`src/pot_pkg.sv`:
```
// constants shared by both ends of the serial link to the digital potentiometer.
// assumes a single 25 MHz system clock on both sides and synchronous pin sampling.
package pot_pkg;

  ////////////////////////////////////////////////////////////////////////////////
  // clock and nonvolatile write timing
  localparam int CLK_KHZ = 25000;
  localparam int NV_WRITE_TIME_MS = 10;
  // longest write time in whole system clock cycles, exactly milliseconds times kilohertz
  localparam int NV_WRITE_CYCLES = NV_WRITE_TIME_MS * CLK_KHZ;
  localparam int NV_CNT_W = 32;

  ////////////////////////////////////////////////////////////////////////////////
  // wiper and register sizes
  localparam int WIPER_W = 10;
  localparam int TAPS = 1024;
  localparam int NUM_DATA_REGS = 4;
  localparam int PTR_W = 2;
  localparam logic [WIPER_W-1:0] DR_FACTORY = 10'h200;

  ////////////////////////////////////////////////////////////////////////////////
  // frame layout: id byte, instruction byte, then two data bytes
  localparam int BYTE_W = 8;
  localparam int WORD_W = 16;
  localparam int FRAME_BITS = 32;
  localparam int SHORT_FRAME_BITS = 16;
  localparam int BIT_CNT_W = 6;
  localparam logic [BIT_CNT_W-1:0] LAST_FRAME_BIT = 6'h1f;
  localparam logic [2:0] LAST_BYTE_BIT = 3'h7;
  localparam logic [WORD_W-1:0] WORD_ZERO = 16'h0000;

  // id byte: type in [7:4], [3:2] zero, device address bit [1], read flag [0]
  localparam int ID_TYPE_LSB = 4;
  localparam int ID_ADDR_BIT = 1;
  localparam int ID_RW_BIT = 0;
  // value is arbitrary
  localparam logic [3:0] DEVICE_TYPE = 4'ha;

  // instruction byte: opcode in [7:5], register pointer in [1:0]
  localparam int OP_LSB = 5;
  localparam logic [2:0] OP_XFR_DR_TO_WIPER = 3'h1;
  localparam logic [2:0] OP_RD_STATUS = 3'h2;
  localparam logic [2:0] OP_XFR_WIPER_TO_DR = 3'h3;
  localparam logic [2:0] OP_RD_WIPER = 3'h4;
  localparam logic [2:0] OP_WR_WIPER = 3'h5;
  localparam logic [2:0] OP_RD_DATA = 3'h6;
  localparam logic [2:0] OP_WR_DATA = 3'h7;

  // host serial clock: half period in system clocks
  localparam int SCK_HALF_CYCLES = 2;

endpackage

```
`src/pot_spi_if.sv`:
```
// serial pins between the potentiometer and its host controller.
// the serial output is tri-state; an idle line reads high as if pulled up.
`timescale 1ns/10ps
interface pot_spi_if;
  logic cs_n;
  logic sck;
  logic si;
  logic hold_n;
  logic wp_n;
  logic so;
  logic so_oe;
  logic so_line;

  assign so_line = so_oe ? so : 1'b1;

  modport dev (
    input cs_n,
    input sck,
    input si,
    input hold_n,
    input wp_n,
    output so,
    output so_oe
  );

  modport host (
    output cs_n,
    output sck,
    output si,
    output hold_n,
    output wp_n,
    input so_line
  );
endinterface

```
`src/pot_device.sv`:
```
// serial slave and wiper control of one digital potentiometer with four data registers.
// assumes pin inputs already synchronous to clk; rst acts as the power-up event.
`timescale 1ns/10ps

// Function
// - power-up recalls data register zero into wiper
// - 10-bit wiper decoded to one of 1024 taps
// - four data registers, written and read serially
// - read data shifts out on falling clock
// - serial input sampled on rising clock
// - host sends opcodes and data on input
// - host pulls pause low only with clock low
// - pause keeps bit position and instruction state
// - host releases pause only with clock low
// - host not pausing keeps pause high
// - command continues only on address bit match
// - select high: deselected, output high impedance
// - deselected enters standby after any write
// - select low enables device for sequence
// - ignore activity until first select falling edge
// - write-protect low blocks data register writes
// - first byte: type, address bit, direction
// - second byte: opcode and register pointer
// - data register write busy up to 10ms
module pot_device #(
  parameter int NV_WRITE_CYCLES = pot_pkg::NV_WRITE_CYCLES
) (
  input wire logic clk,
  input wire logic rst,
  pot_spi_if.dev spi,
  input wire logic dev_addr_pin,
  output logic [pot_pkg::WIPER_W-1:0] wiper_position_reg,
  output logic [pot_pkg::TAPS-1:0] tap_enable,
  output logic write_busy_flag,
  output logic standby
);

  ////////////////////////////////////////////////////////////////////////////////
  // state

  typedef enum logic [2:0] {
    ST_UNARMED,
    ST_IDLE,
    ST_ID,
    ST_INSTR,
    ST_DATA,
    ST_SKIP
  } dev_state_e;

  typedef struct packed {
    dev_state_e st;
    logic sck_q;
    logic [pot_pkg::WORD_W-1:0] sh;
    logic [pot_pkg::BIT_CNT_W-1:0] bcnt;
    logic rw;
    logic [2:0] op;
    logic [pot_pkg::PTR_W-1:0] ptr;
    logic [pot_pkg::WORD_W-1:0] out_sh;
    logic so;
    logic so_oe;
    logic [pot_pkg::WIPER_W-1:0] wiper;
    logic [pot_pkg::TAPS-1:0] taps;
    logic [pot_pkg::NUM_DATA_REGS-1:0][pot_pkg::WIPER_W-1:0] dr;
    logic recall;
    logic busy;
    logic [pot_pkg::NV_CNT_W-1:0] nv_cnt;
    logic [pot_pkg::PTR_W-1:0] nv_ptr;
    logic [pot_pkg::WIPER_W-1:0] nv_data;
    logic standby;
  } dev_s;

  localparam dev_s RESET_VAL = '{
    st: ST_UNARMED,
    sck_q: 1'b0,
    sh: pot_pkg::WORD_ZERO,
    bcnt: '0,
    rw: 1'b0,
    op: '0,
    ptr: '0,
    out_sh: pot_pkg::WORD_ZERO,
    so: 1'b0,
    so_oe: 1'b0,
    wiper: '0,
    taps: pot_pkg::TAPS'(1),
    dr: {pot_pkg::NUM_DATA_REGS{pot_pkg::DR_FACTORY}},
    recall: 1'b1,
    busy: 1'b0,
    nv_cnt: '0,
    nv_ptr: '0,
    nv_data: '0,
    standby: 1'b1
  };

  localparam logic [pot_pkg::NV_CNT_W-1:0] NV_LAST = pot_pkg::NV_CNT_W'(NV_WRITE_CYCLES - 1);

  dev_s r;
  dev_s next_r;

  logic active;
  logic rise_en;
  logic fall_en;
  logic byte_end;
  logic [pot_pkg::BYTE_W-1:0] byte_v;
  logic [pot_pkg::WORD_W-1:0] word_v;
  logic [2:0] op_v;
  logic op_is_read;
  logic cur_is_read;
  logic nv_allowed;
  logic [pot_pkg::TAPS-1:0] tap_dec;

  ////////////////////////////////////////////////////////////////////////////////
  // edge detection and byte assembly

  // pause freezes edge detection, so counters and opcode simply wait
  assign active = ~spi.cs_n & spi.hold_n;
  assign rise_en = active & spi.sck & ~r.sck_q;
  assign fall_en = active & ~spi.sck & r.sck_q;
  assign byte_v = {r.sh[pot_pkg::BYTE_W-2:0], spi.si};
  assign word_v = {r.sh[pot_pkg::WORD_W-2:0], spi.si};
  assign byte_end = rise_en & (r.bcnt[2:0] == pot_pkg::LAST_BYTE_BIT);
  assign op_v = byte_v[pot_pkg::BYTE_W-1:pot_pkg::OP_LSB];
  assign op_is_read = (op_v == pot_pkg::OP_RD_WIPER) || (op_v == pot_pkg::OP_RD_DATA) ||
                      (op_v == pot_pkg::OP_RD_STATUS);
  assign cur_is_read = (r.op == pot_pkg::OP_RD_WIPER) || (r.op == pot_pkg::OP_RD_DATA) ||
                       (r.op == pot_pkg::OP_RD_STATUS);
  // a second write while one is running is dropped rather than queued
  assign nv_allowed = spi.wp_n & ~r.busy;

  // one comparator per tap; only one can match
  for (genvar i = 0; i < pot_pkg::TAPS; i++) begin : g_tap
    assign tap_dec[i] = (r.wiper == pot_pkg::WIPER_W'(i));
  end

  ////////////////////////////////////////////////////////////////////////////////
  // next state

  always_comb begin
    next_r = r;
    next_r.sck_q = spi.sck;
    next_r.taps = tap_dec;

    // nonvolatile write timer; the array updates only when the cycle ends
    if (r.busy) begin
      if (r.nv_cnt == NV_LAST) begin
        next_r.busy = 1'b0;
        next_r.nv_cnt = '0;
        next_r.dr[r.nv_ptr] = r.nv_data;
      end else begin
        next_r.nv_cnt = r.nv_cnt + 1'b1;
      end
    end

    if (r.recall) begin
      next_r.wiper = r.dr[0];
      next_r.recall = 1'b0;
    end

    if (rise_en) begin
      next_r.sh = word_v;
      next_r.bcnt = r.bcnt + 1'b1;
    end

    if (r.st != ST_UNARMED && spi.cs_n) begin
      next_r.st = ST_IDLE;
      next_r.so_oe = 1'b0;
    end else begin
      case (r.st)
        ST_UNARMED: begin
          // a frame already running at power-up is ignored
          if (spi.cs_n) begin
            next_r.st = ST_IDLE;
          end
        end
        ST_IDLE: begin
          if (!spi.cs_n) begin
            next_r.st = ST_ID;
            next_r.bcnt = '0;
          end
        end
        ST_ID: begin
          if (byte_end) begin
            if (byte_v[pot_pkg::BYTE_W-1:pot_pkg::ID_TYPE_LSB] == pot_pkg::DEVICE_TYPE &&
                byte_v[pot_pkg::ID_ADDR_BIT] == dev_addr_pin) begin
              next_r.rw = byte_v[pot_pkg::ID_RW_BIT];
              next_r.st = ST_INSTR;
            end else begin
              next_r.st = ST_SKIP;
            end
          end
        end
        ST_INSTR: begin
          if (byte_end) begin
            next_r.op = op_v;
            next_r.ptr = byte_v[pot_pkg::PTR_W-1:0];
            next_r.st = ST_SKIP;
            case (op_v)
              pot_pkg::OP_XFR_DR_TO_WIPER: begin
                next_r.wiper = r.dr[byte_v[pot_pkg::PTR_W-1:0]];
              end
              pot_pkg::OP_XFR_WIPER_TO_DR: begin
                if (nv_allowed) begin
                  next_r.busy = 1'b1;
                  next_r.nv_ptr = byte_v[pot_pkg::PTR_W-1:0];
                  next_r.nv_data = r.wiper;
                end
              end
              default: begin
                if (op_is_read == r.rw) begin
                  next_r.st = ST_DATA;
                end
              end
            endcase
            case (op_v)
              pot_pkg::OP_RD_WIPER: next_r.out_sh = pot_pkg::WORD_W'(r.wiper);
              pot_pkg::OP_RD_DATA: begin
                next_r.out_sh = pot_pkg::WORD_W'(r.dr[byte_v[pot_pkg::PTR_W-1:0]]);
              end
              pot_pkg::OP_RD_STATUS: next_r.out_sh = pot_pkg::WORD_W'(r.busy);
              default: next_r.out_sh = pot_pkg::WORD_ZERO;
            endcase
          end
        end
        ST_DATA: begin
          if (fall_en && cur_is_read) begin
            next_r.so = r.out_sh[pot_pkg::WORD_W-1];
            next_r.out_sh = {r.out_sh[pot_pkg::WORD_W-2:0], 1'b0};
            next_r.so_oe = 1'b1;
          end
          if (rise_en && r.bcnt == pot_pkg::LAST_FRAME_BIT) begin
            next_r.st = ST_SKIP;
            next_r.so_oe = 1'b0;
            if (r.op == pot_pkg::OP_WR_WIPER) begin
              next_r.wiper = word_v[pot_pkg::WIPER_W-1:0];
            end else if (r.op == pot_pkg::OP_WR_DATA && nv_allowed) begin
              next_r.busy = 1'b1;
              next_r.nv_ptr = r.ptr;
              next_r.nv_data = word_v[pot_pkg::WIPER_W-1:0];
            end
          end
        end
        ST_SKIP: begin
          next_r.so_oe = 1'b0;
        end
        default: begin
          next_r.st = ST_IDLE;
        end
      endcase
    end

    next_r.standby = spi.cs_n & ~next_r.busy;
  end

  ////////////////////////////////////////////////////////////////////////////////
  // registers and outputs

  always_ff @(posedge clk) begin
    if (rst) begin
      r <= RESET_VAL;
    end else begin
      r <= next_r;
    end
  end

  assign spi.so = r.so;
  assign spi.so_oe = r.so_oe;
  assign wiper_position_reg = r.wiper;
  assign tap_enable = r.taps;
  assign write_busy_flag = r.busy;
  assign standby = r.standby;

endmodule

```
`src/flat_wrapper.sv`:
```
// flat-port wrapper written by rule: the top's interface ports become plain ports
module pot_device_flat 
#(
  parameter int NV_WRITE_CYCLES = pot_pkg::NV_WRITE_CYCLES
)
  (clk, rst, dev_addr_pin, wiper_position_reg, tap_enable, write_busy_flag, standby, spi_cs_n, spi_sck, spi_si, spi_hold_n, spi_wp_n, spi_so, spi_so_oe);
  pot_spi_if spi_i ();
  input wire logic clk;
  input wire logic rst;
  input wire logic dev_addr_pin;
  output logic [pot_pkg::WIPER_W-1:0] wiper_position_reg;
  output logic [pot_pkg::TAPS-1:0] tap_enable;
  output logic write_busy_flag;
  output logic standby;
  input wire logic [$bits(spi_i.cs_n)-1:0] spi_cs_n;
  input wire logic [$bits(spi_i.sck)-1:0] spi_sck;
  input wire logic [$bits(spi_i.si)-1:0] spi_si;
  input wire logic [$bits(spi_i.hold_n)-1:0] spi_hold_n;
  input wire logic [$bits(spi_i.wp_n)-1:0] spi_wp_n;
  output wire logic [$bits(spi_i.so)-1:0] spi_so;
  output wire logic [$bits(spi_i.so_oe)-1:0] spi_so_oe;
  assign spi_i.cs_n = spi_cs_n;
  assign spi_i.sck = spi_sck;
  assign spi_i.si = spi_si;
  assign spi_i.hold_n = spi_hold_n;
  assign spi_i.wp_n = spi_wp_n;
  assign spi_so = spi_i.so;
  assign spi_so_oe = spi_i.so_oe;
  pot_device #(.NV_WRITE_CYCLES(NV_WRITE_CYCLES)) u_core (.clk(clk), .rst(rst), .spi(spi_i), .dev_addr_pin(dev_addr_pin), .wiper_position_reg(wiper_position_reg), .tap_enable(tap_enable), .write_busy_flag(write_busy_flag), .standby(standby));
endmodule
```
`config.mk`:
```
export PLATFORM = sky130hd
export DESIGN_NAME = pot_device_flat
export DESIGN_NICKNAME = d
export VERILOG_FILES = /design/src/pot_pkg.sv /design/src/pot_spi_if.sv /design/src/pot_device.sv /design/src/flat_wrapper.sv
export SDC_FILE = /design/constraint.sdc
export NUM_CORES = 2
export LEC_CHECK = 0
export ABC_AREA = 1
export BUFFER_PORTS_ARGS = -buffer_cell sky130_fd_sc_hd__buf_2
export CORE_AREA = 2 2 404 406
export DETAILED_ROUTE_END_ITERATION = 7
export DIE_AREA = 0 0 406 408
export GPL_TIMING_DRIVEN = 0
export PLACE_DENSITY = 0.55
export SLEW_MARGIN = 5
export SYNTH_ARGS = -nofsm -noshare
export SYNTH_HDL_FRONTEND = slang
export SYNTH_SLANG_ARGS = --single-unit
```
`constraint.sdc`:
```
create_clock -name clk -period 2.17 [get_ports clk]
set_clock_uncertainty 0.1 [all_clocks]
set_input_delay 0.1085 -clock clk [delete_from_list [all_inputs] [get_ports clk]]
set_output_delay 0.1085 -clock clk [all_outputs]
set_load 0.03 [all_outputs]
```
* Word-level counts from Yosys, hierarchy flattened
Index checks and enable logic that the tools add are counted.
** Cells by class
- Add/sub/neg operators :: 2
- Magnitude comparators :: 3
- Eq/ne operators :: 1061
- Multiplexer cells :: 56
- Bitwise operators :: 15
- Reduce and logical (&&, ||, !) cells :: 26
** Operators by type and width (count)
- $eq 10x10->1 const B :: 512
- $eq 10x9->1 const B :: 256
- $eq 10x8->1 const B :: 128
- $eq 10x7->1 const B :: 64
- $eq 10x6->1 const B :: 32
- $eq 10x5->1 const B :: 16
- $mux 12 :: 7
- $eq 10x4->1 const B :: 8
- $mux 10 :: 7
- $mux 47 :: 1
- $bwmux 40 :: 1
- $eq 10x3->1 const B :: 4
- $mux 33 :: 1
- $add 32x1->32 const B :: 1
- $eq 32x18->1 const B :: 1
- $mux 32 :: 1
- $pmux 16 s2 :: 1
- $pmux 10 s3 :: 1
- $mux 29 :: 1
- $eq 3x3->1 const B :: 9
- $pmux 12 s2 :: 1
- $mux 21 :: 1
- $mux 3 :: 7
- $bmux 10 s2 :: 1
- other kinds (37) :: 101
** Word-level totals
- Bits in registers :: 1164
- Input port bits :: 8
- Output and inout bits :: 1038
- Logic and storage cells :: 1186

* Depth between registers and ports, before layout
- Word-level depth :: 11
- Depth in mapped cells :: 12
- Depth with buffers taken out :: 11

* Worst setup path before layout
No wires, ideal clock.
- Kind :: reg-to-reg
- Start :: register u_core.r, in the netlist u_core.write_busy_flag
- End :: register u_core.r[40] (netlist name)
- Arrival time :: 1.529 ns
- Required time :: 1.952 ns
- Path slack :: 0.423 ns
- Cell stages (with the launch flop) :: 7
- Path buffers :: 3
- Clock period less this slack :: 1.747 ns
- Path through :: dfxtp_1 buf_2 buf_1 nand4_1 clkbuf_1 nand3_1 nor2_1
** RTL lines
- start: declaration :: line pot_device.sv:96 : dev_s r;
- start signal: assignment :: line pot_device.sv:260 : r <= next_r;

* Worst setup path in the final report
- Start :: register u_core.r, in the netlist u_core.wiper_position_reg[2]
- End :: register u_core.r, in the netlist u_core.tap_enable[984]
** Between the ends
- Longest elaborated chain between the ends :: 1
** RTL lines
- $eq 10x10->1 :: line pot_device.sv:131 : assign tap_dec[i] = (r.wiper == pot_pkg::WIPER_W'(i));
No other way between the ends.
A chain may end at the register's enable or synchronous reset.

==> flow_summary.json <==
{
  "status": "finished clean",
  "busiest_layer": "met2",
  "viasPerCell": 4.08,
  "yosysWarningCount": 0,
  "avgSynthCellArea_um2": 8.70,
  "cellPowerDensity_nw_per_um2": 846,
  "root_buffer": "clkbuf_16",
  "synth_cells": 4803,
  "clock_power_share_pct": 49.9,
  "relSlewSlack_pct": 40.6,
  "power.net_switching_uw": 11300,
  "combPwrFrac_pct": 4.1,
  "yosys.area.top_type": "dfxtp_1",
  "crit_chain": "inv_1 > nand2_2 > nor2_4 > buf_8 > buf_4 > nand2_1 > nor2_2",
  "finalHoldViolations": 0,
  "antenna_left": 0,
  "first_global_vias": 32600,
  "worstSetupStartpoint": "u_core.wiper_position_reg[2]",
  "h-tree-depth": 4,
  "worstSetupEndpointType": "register",
  "critical_path_required_ns": 2.71,
  "drv_cap": 0,
  "min_period_ns": 2.14,
  "synth-edff-count": 0,
  "cp_slowest_cell": "dfxtp_1",
  "p_leak_uw": 0.0270,
  "wire_per_inst_um": 22.3,
  "clock-sinks": 1164,
  "p_total_uw": 47000,
  "place_inst": 8035,
  "clock_latency_ns": 0.77,
  "post-route-period-util_pct": 98.5,
  "grtUsageTotal_pct": 21.6,
  "num_rows": 148,
  "place_hpwl_mm": 145,
  "dr.pass1.iters": 5,
  "startpoint_type": "register",
  "hp-start": "spi_sck",
  "yosys.area.top_type_share_pct": 55.7,
  "cp_num_buf_inv": 3,
  "finish.utilization_pct": 34.4,
  "slew_viol_final": 0,
  "yosysMostFrequentCell": "nor2_1",
  "fmax_mhz": 468,
  "crit_family": "simple AND/OR/NAND/NOR gates",
  "overflow": 0,
  "synth_nets": 4814,
  "tightest_slew_ns": 0.890,
  "ys_types": 34,
  "global_route.usage.met2_pct": 38.0,
  "cts_buffers": 131,
  "reg2reg_from": "u_core.wiper_position_reg[2]",
  "wl_mm": 186,
  "dieArea_um2": 166000,
  "drive_gt1_share_pct": 42.5,
  "p_sw_share_pct": 24.1,
  "vias": 33900,
  "worstHoldPathType": "in -> reg",
  "die_h_um": 408,
  "die_x_um": 406,
  "synth_area_leaders": "dfxtp_1 56%, buf_4 19%, nor2_1 11%, nand2_1 6.3%, buf_2 1.7%",
  "route.detailed.drc": 0,
  "antenna_found_initial": 12,
  "grt_pass1_wl_mm": 249,
  "dp_worst_setup_slack_ns": -1.12,
  "seqPwrFrac_pct": 46.0,
  "io_buffers": 1045,
  "place.gp.congestion": 0.936,
  "finalNetCount": 6042,
  "syn2layout_area_growth_pct": 32.9,
  "grt_max_degree": 17,
  "finalSetupViolations": 0,
  "ys_seq_area_share_pct": 55.7,
  "largest_reg_flops": 1024,
  "path_clk_slew_ns": 0.06,
  "cts_tree": "done",
  "synthFlopType": "dfxtp_1",
  "irDropWorstVdd_uv": 716,
  "path_class": "reg -> reg",
  "pin_count": 1046,
  "syn-cell-area_um2": 41800,
  "met1_usage_pct": 25.5,
  "critical_path_arrival_ns": 2.68,
  "async_flop_share_pct": 0,
  "fill_cells": 17000,
  "finalInstanceArea_um2": 55500,
  "start_util_pct": 25.9,
  "synthTopCellsByCount": "1220 x nor2_1, 1164 x dfxtp_1, 1039 x buf_4",
  "drtIter0Drc": 2077,
  "gr-usage-met3_pct": 4.35,
  "cts.path.max_buffers": 3,
  "setup_slack_ns": 0.0329,
  "synth-seq-cells": 1164,
  "place_area_um2": 50000,
  "path_max_fanout": 10,
  "cpPeakStageDelay_ns": 0.39,
  "core_um2": 162000,
  "stdcell_count": 8313,
  "p_int_uw": 35700
}
[power groups by stage]
stage,registers [uW],clock network [uW],logic (uW)
finish,21600,23500,1910
global route,21600,24800,2060
CTS,21600,23900,1890
detailed placement,22100,0,1840
global placement,22100,0,1840
floorplan,22000,0,1100
[worst paths after layout]
path | to | cells past startpoint | slack (ns)
min | u_core.r[1167] | 4 | 0.11
min reg2reg | u_core.r[76] | 2 | 0.36
max | u_core.tap_enable[984] | 7 | 0.03
max reg2reg | u_core.tap_enable[984] | 7 | 0.03
[final cells by class]
type                            instances  area, um^2  area share (%)
Clock buffer                          186        3780            6.80
Sequential cell                      1164       23300            42.0
Timing Repair Buffer                 1097        5800            10.4
Inverter                              111         417           0.750
Tap cell                             2175        2720            4.90
Antenna cell                            6        15.0          0.0270
Multi-Input combinational cell       2293        9720            17.5
Clock inverter                         48         847            1.52
Buffer                               1233        8930            16.1
[cells by family after synthesis]
group                    synth area share (%)
AND/OR/NAND/NOR                          20.4
buffers and inverters                    21.9
XOR/XNOR                                0.230
adder cells (fa/ha/maj)                0.0898
AO/OA/AOI/OAI                            1.63
flip-flops                               55.7
[cells in the final DEF (no fill, tap or decap), types with 13 or more instances in the layout]
master     count
nand3b_1      13
nor2_4        36
buf_6         15
nand4_1       52
clkbuf_16    133
clkbuf_8      29
inv_1        103
buf_2       1153
buf_4       1084
nand2_1      670
dfxtp_1     1156
nand3_1      110
nor2_2        17
clkbuf_1      60
nand2_2       37
nor3_1        17
nor2_1      1178
a21oi_1       72
o21ai_0       45
[through the flow]
| step | hold WS, ns | setup TNS [ns] |
|---|---|---|
| after CTS | 0.0512 | -0.0393 |
| final | 0.106 | 0 |
| after floorplan | 0.0362 | 0 |
| after global routing | 0.0971 | -0.0218 |
| after global placement | 0.127 | -1409.20 |
| after detailed placement | 0.132 | -697.13 |
[layer usage]
layer  vias up  routed length (um)  part of all wire, %
li1      16100                   -                    -
met1     16300               74700                   40
met2      1191               92400                   50
met3       283               10900                  5.9
met4         0                7640                  4.1
met5         -                   0                    0
[worst register-to-register path: stages (launching register included)]
cell	delay, ns
dfxtp_1	0.39
inv_1	0.16
nand2_2	0.17
nor2_4	0.17
buf_8	0.18
buf_4	0.34
nand2_1	0.24
nor2_2	0.25
[repair_timing]
action / CTS / global route
setup buffers: 26 / 6
pin swaps: 21 / 2
setup endpoints to repair: 1028 / 257
hold buffers: 8 / 0
gates cloned: 0 / 0
hold endpoints to repair: 74 / 0
resized for setup: 140 / 28
(Power assumes the default switching activity.)
